<file path="src/rtl/udf_pkg.sv">
package udf_pkg;
  localparam int ADDR_W = 8;
  localparam int DATA_W = 8;
  localparam int NPORT = 3;
  localparam logic [7:0] FWD_CTRL_OFS = 8'h0e;
  localparam logic [7:0] PHY_CFG_OFS = 8'h0f;
  localparam int FWD_EN_BIT = 7;
  localparam int DRIVE_BIT = 6;
  localparam int PHY_LSB = 3;
  localparam logic FWD_EN_RST = 1'h0;
  localparam logic DRIVE_RST = 1'h1;
  localparam logic [2:0] PORT_MASK_RST = 3'h7;
  localparam logic [4:0] PHY_ADDR_RST = 5'h01;
  localparam logic [4:0] PHY_NA_ZERO = 5'h00;
  localparam logic [4:0] PHY_NA_1E = 5'h1e;
  localparam logic [4:0] PHY_NA_1F = 5'h1f;
  localparam logic [4:0] PHY_ONE = 5'h01;
  localparam logic [7:0] RD_ZERO = 8'h00;
  localparam logic [2:0] RSV_ZERO = 3'h0;
endpackage

</file>
<file path="src/rtl/udf_cfg_if.sv">
`timescale 1ns/1ns
interface udf_cfg_if;
  logic [4:0] phy1_addr;
  logic [4:0] phy2_addr;
  logic phy_valid;
  modport src (output phy1_addr);
  modport calc (input phy1_addr, output phy2_addr, output phy_valid);
endinterface

</file>
<file path="src/rtl/udf_phy_addr.sv">
`timescale 1ns/1ns
module udf_phy_addr
  import udf_pkg::*;
(
  udf_cfg_if.calc cfg // Port 1 address in, port 2 address out
);
  always_comb
  begin
    cfg.phy2_addr = cfg.phy1_addr + PHY_ONE;
    cfg.phy_valid = (cfg.phy1_addr != PHY_NA_ZERO) && (cfg.phy1_addr != PHY_NA_1E)
      && (cfg.phy1_addr != PHY_NA_1F);
  end
endmodule

</file>
<file path="src/rtl/udf_regs.sv">
`timescale 1ns/1ns
module udf_regs
  import udf_pkg::*;
(
  input wire logic core_clk, // System clock
  input wire logic rst_b, // Synchronous reset, active low
  input wire logic reg_wr, // Register write strobe
  input wire logic reg_rd, // Register read strobe
  input wire logic [ADDR_W-1:0] reg_addr, // Register offset
  input wire logic [DATA_W-1:0] reg_wdata, // Write data
  input wire logic lookup_done, // Lookup result valid pulse
  input wire logic lookup_miss, // Lookup found no entry
  input wire logic [NPORT-1:0] lookup_ports, // Normal forwarding ports
  output logic [DATA_W-1:0] reg_rdata, // Read data
  output logic [NPORT-1:0] fwd_ports, // Chosen destination ports
  output logic fwd_valid, // Destination valid pulse
  output logic pad_drive_hi, // 1: 16 mA, 0: 8 mA pads
  output logic [4:0] phy1_mgmt_addr, // Port 1 PHY address
  output logic [4:0] phy2_mgmt_addr, // Port 2 PHY address
  output logic phy_addr_ok // Programmed address is usable
);
  typedef struct packed {
    logic fwd_en;
    logic drive;
    logic [NPORT-1:0] mask;
    logic [4:0] phy;
    logic [DATA_W-1:0] rdata;
    logic [NPORT-1:0] ports;
    logic valid;
    logic [4:0] phy2;
    logic ok;
  } udf_state_type;

  udf_state_type s_q;
  udf_state_type s_d;
  udf_cfg_if cfg_bus();

  assign cfg_bus.phy1_addr = s_q.phy;
  udf_phy_addr u_phy_addr (
    .cfg(cfg_bus)
  );

  always_comb
  begin
    s_d = s_q;
    s_d.valid = 1'b0;
    if (reg_wr && reg_addr == FWD_CTRL_OFS)
    begin
      s_d.fwd_en = reg_wdata[FWD_EN_BIT];
      s_d.drive = reg_wdata[DRIVE_BIT];
      s_d.mask = reg_wdata[NPORT-1:0];
    end
    if (reg_wr && reg_addr == PHY_CFG_OFS)
      s_d.phy = reg_wdata[DATA_W-1:PHY_LSB];
    if (reg_rd)
    begin
      unique case (reg_addr)
        FWD_CTRL_OFS: s_d.rdata = {s_q.fwd_en, s_q.drive, RSV_ZERO, s_q.mask};
        PHY_CFG_OFS: s_d.rdata = {s_q.phy, RSV_ZERO};
        default: s_d.rdata = RD_ZERO;
      endcase
    end
    if (lookup_done)
    begin
      s_d.valid = 1'b1;
      if (lookup_miss && s_q.fwd_en)
        s_d.ports = s_q.mask;
      else
        s_d.ports = lookup_ports;
    end
    s_d.phy2 = cfg_bus.phy2_addr;
    s_d.ok = cfg_bus.phy_valid;
    if (!rst_b)
    begin
      s_d = '0;
      s_d.drive = DRIVE_RST;
      s_d.fwd_en = FWD_EN_RST;
      s_d.mask = PORT_MASK_RST;
      s_d.phy = PHY_ADDR_RST;
    end
  end

  always_ff @(posedge core_clk)
    s_q <= s_d;

  assign reg_rdata = s_q.rdata;
  assign fwd_ports = s_q.ports;
  assign fwd_valid = s_q.valid;
  assign pad_drive_hi = s_q.drive;
  assign phy1_mgmt_addr = s_q.phy;
  assign phy2_mgmt_addr = s_q.phy2;
  assign phy_addr_ok = s_q.ok;
endmodule

</file>
<file path="config.mk">
export PLATFORM = sky130hd
export DESIGN_NAME = udf_regs
export DESIGN_NICKNAME = d
export VERILOG_FILES = /design/src/rtl/udf_pkg.sv /design/src/rtl/udf_cfg_if.sv /design/src/rtl/udf_phy_addr.sv /design/src/rtl/udf_regs.sv
export SDC_FILE = /design/constraint.sdc
export NUM_CORES = 1
export LEC_CHECK = 0
export ABC_AREA = 1
export BUFFER_PORTS_ARGS = -buffer_cell sky130_fd_sc_hd__buf_2
export CORE_MARGIN = 3
export CORE_UTILIZATION = 48
export CTS_BUF_LIST = sky130_fd_sc_hd__clkbuf_16
export DETAILED_ROUTE_END_ITERATION = 8
export GPL_TIMING_DRIVEN = 0
export PLACE_DENSITY = 0.84
export SLEW_MARGIN = 15
export SYNTH_ARGS = -nofsm -noshare
export SYNTH_HDL_FRONTEND = slang
export SYNTH_SLANG_ARGS = --single-unit
</file>
<file path="constraint.sdc">
create_clock -name core_clk -period 1.81 [get_ports core_clk]
set_clock_uncertainty 0.2 [all_clocks]
set_input_delay 0.181 -clock core_clk [delete_from_list [all_inputs] [get_ports core_clk]]
set_output_delay 0.181 -clock core_clk [all_outputs]
set_load 0.02 [all_outputs]
</file>
# Yosys cells after proc, flatten, opt, wreduce, memory -nomap -nowiden
# Cells that the tools add are included.
[totals] reg_bits=28 in_bits=25 output_inout_bits=24 wordCells=23
[op_classes] addsub=1 eq_ne=4 muxes=3 reduce_logical=6
[ops] op="$eq 8x4->1 const B" count=2
[ops] op="$pmux 8 s2" count=1
[ops] op="$ne 5x5->1 const B" count=2
[ops] op="$add 5x1->5 const B" count=1
[ops] op="$logic_and 1x1->1" count=5
[ops] op="$reduce_bool 5->1" count=1
[ops] op="$mux 3" count=1
[ops] op="$mux 1" count=1

# Depth between registers and ports, before layout
[logic_depth] ltp_word=3 ltp_mapped=8 depth_no_buf=7

# By module
# A second synthesis with hierarchy kept.
[hier_totals] hier_cells=186 area_unflattened_um2=1423.9
[by_module_without_submodules] module="udf_regs" instances=1 cells_per_inst=166 area_per_inst_um2=1296.2 seq_area_each_um2=560.5
[by_module_without_submodules] module="udf_phy_addr" instances=1 cells_per_inst=20 area_per_inst_um2=127.6 seq_area_each_um2=0.0

# Worst setup path after synthesis
# No wires, ideal clock.
[synth_timing] kind="register -> register" startpoint="register s_q, in the netlist phy1_mgmt_addr[0]" endpoint="register s_q, in the netlist phy_addr_ok" arrival_ns=1.077 t_required_ns=1.536 slack_ns=0.459 path_stages_with_launch=8 n_path_buf=0 period_less_slack_ns=1.351 path_cell_list="dfxtp_1 -> ha_1 -> nand2_1 -> nor2_1 -> ha_1 -> nor2_1 -> nand2_1 -> a31oi_1"
[synth_via] elab_chain_len=3 elab_cells_between_ends=5
[synth_rtl] item="from (decl)" line_no="udf_regs.sv:34" source="udf_state_type s_q;"
[synth_rtl] item="from (signal assigned)" line_no="udf_regs.sv:84" source="s_q <= s_d;"
[synth_rtl] item="$ne 5x5->1 / $reduce_bool 5->1 (equally long branches)" line_no="udf_phy_addr.sv:10" source="cfg.phy_valid = (cfg.phy1_addr != PHY_NA_ZERO) && (cfg.phy1_addr != PHY_NA_1E)"
[synth_rtl] item="$logic_and 1x1->1" line_no="udf_phy_addr.sv:10"
[synth_rtl] item="$logic_and 1x1->1 (*)" line_no="udf_phy_addr.sv:11" source="&& (cfg.phy1_addr != PHY_NA_1F);"
# Mark *: on every way between the ends. The rest lies on a longest branch, timed or not.
# A chain may end at the register's enable or synchronous reset.

# Final worst setup path
[layout_timing] startpoint="register s_q, in the netlist phy1_mgmt_addr[0]" endpoint="register s_q, in the netlist phy2_mgmt_addr[4]"
[layout_via] elab_chain_len=1
[layout_rtl] item="$add 5x1->5" line_no="udf_phy_addr.sv:9" source="cfg.phy2_addr = cfg.phy1_addr + PHY_ONE;"
[layout_rtl] item="named net cfg_bus.phy2_addr[4]" line_no="udf_cfg_if.sv:4" source="logic [4:0] phy2_addr;"
# The timed path passes the listed nets, and every way through them passes these cells.

==> results.ini <==
[floorplanning]
die_x_um=59.5
initial_core_util_pct=53.0
pin_count=49
dieArea_um2=3540
die_h_um=59.5
core_area_um2=2590
rows=18

[worst_setup_path]
path_class=flop to flop
crit_buf_inv=1
worstPathArrival_ns=1.47
worstSetupEndpointType=flop
crit_fanout=7
slowest_stage=dfxtp_1
reg2reg_slack_ns=0.30
crit_path_max_incr_delay_ns=0.47
crit_family=flip-flops
timing.critical_path.required_ns=1.77
cp-start-kind=flop
path_cells=ha_1 -> nand2_1 -> nor2_1 -> ha_1 -> nand2_1 -> inv_1

[synthesis]
synth_area_um2=1370
yosysUniqueCellTypes=20
synthCells=180
synth_largest_area_cell=dfxtp_1
mappedNetlistNets=209
yosysTopAreaCellShare_pct=40.8
synth_area_leaders=dfxtp_1 41%, buf_4 11%, nand2_1 9.6%
synth_seq_cells=28
syn-mean-instance-area_um2=7.63
yosysSeqAreaShare_pct=40.8
yosys_warnings=0

[placed_design]
portBuffers=48
place_ws_ns=0.311
hpwl_um=2230
place_congestion=0.754
place_area_um2=1650
post-place-cells=258

[global_routing]
grt_pass1_wl_um=5160
antenna_found_initial=0
grt_max_degree=15
gr-total-overflow=0
first_global_vias=1286
grt_usage_pct=18.6

[clocking]
ctsResizeCount=0
clk_latency_ns=0.26
cts_tree=built
post_cts_buffers=0
clkSlewWorstSetupHoldPaths_ns=0.06
cts.path.max_buffers=2
htree_levels=1
cts_buffers=3
cts_sinks=28
root_buffer=clkbuf_16
holdBufCountCts=8

[cells_and_area]
mostFrequentLayoutCell=buf_2
drive_gt1_share_pct=35.6
nets=270
antennaDiodeCount=0
design_area_um2=1810
layout_common_cells=50 x buf_2, 35 x nand2_1, 28 x dfxtp_1
final_cells=269
syn_to_final_growth_pct=31.5

[drt]
routedWlPerCell_um=11.4
met3WireLength_um=208
num_vias=1341
routed_wirelength_um=3080
drt_pass1_iterations=4
wl_met2_um=1560
drcViolationCount=0
met1Wirelength_um=1270
antenna_left=0
drtIter0Drc=47
top_layer_used=met4
vias_per_cell=4.99

[flow_run]
maxCapViolations=0

[timing]
setup_viol=0
tns_ns=0
timing.final.hold_violations=0
rsz0062_at_grt=no
period_share_pct=83.2
slew_headroom_pct=69.4
period_needed_ns=1.51
postLayoutSetupSlackWorst_ns=0.305
fmax_mhz=664
tightest_slew_ns=0.459
drv_slew=0

[status]
status=completed

[pwr]
power.density_nw_per_um2=716
power.total_mw=1.29
irDropWorstVdd_uv=655
p_leak_nw=0.984

[worst_hold_path]
hp-class=input pin to flop

## per-layer routing
| metal | up-vias | track usage, % |
|---|---|---|
| li1 | 678 | - |
| met2 | 47 | 34.3 |
| met3 | 4 | 1.53 |
| met5 | - | 0 |
| met4 | 0 | 6.47 |
| met1 | 612 | 22.2 |
## path summary, 6_finish.rpt
| kind | startpoint | to | cells after the start |
|---|---|---|---|
| max | phy1_mgmt_addr[0] | phy2_mgmt_addr[4] | 6 |
| min | lookup_done | fwd_valid | 3 |
| max reg2reg | phy1_mgmt_addr[0] | phy2_mgmt_addr[4] | 6 |
| min reg2reg | fwd_ports[1] | fwd_ports[1] | 2 |
## cells by family after synthesis
group	after synthesis	share of synthesized area, %
AND/OR/NAND/NOR	83	28.8
buffers and inverters	45	18.8
flip-flops	28	40.8
AO/OA/AOI/OAI	20	7.93
adder cells (fa/ha/maj)	4	3.65
## worst reg2reg max path: stages (launching register included)
cell	delay, ns
dfxtp_1	0.47
ha_1	0.21
nand2_1	0.08
nor2_1	0.11
ha_1	0.23
nand2_1	0.06
inv_1	0.04
## cells in the mapped netlist (all sizes together)
cell     n
ha       4
a31oi    1
inv     20
nand4    4
a21oi    9
nor2    19
o211ai   3
o21ai    7
buf     24
nand3   23
clkbuf   1
nand2   37
dfxtp   28
## cell type report
| type | instances | area, um^2 |
|---|---|---|
| Inverter | 20 | 75.1 |
| Fill cell | 217 | 785 |
| Sequential cell | 28 | 561 |
| Clock buffer | 3 | 75.1 |
| Tap cell | 30 | 37.5 |
| Timing Repair Buffer | 56 | 320 |
| Buffer | 25 | 183 |
| Multi-Input combinational cell | 107 | 554 |
## registers in the layout, summed over array words and instances, names as in the netlist
signal,cells
s_q,4
fwd_ports,3
pad_drive_hi,1
phy_addr_ok,1
phy1_mgmt_addr,5
fwd_valid,1
reg_rdata,8
phy2_mgmt_addr,5
## through the flow
step | util (%) | hold WS, ns
5_1_grt | 69.7 | 0.0305
2_1_floorplan | - | 0.0745
3_3_place_gp | 63.7 | 0.182
6_report | 69.7 | 0.0118
3_5_place_dp | 63.7 | 0.184
4_1_cts | 69.7 | 0.00806
## power by group
group | total (mW) | switching (mW) | internal, mW
sequential | 0.642 | 0.00801 | 0.634
combinational | 0.165 | 0.0871 | 0.0784
clock | 0.485 | 0.192 | 0.293
total | 1.29 | 0.287 | 1.00
Note: power is estimated with default switching activity, not from simulation.
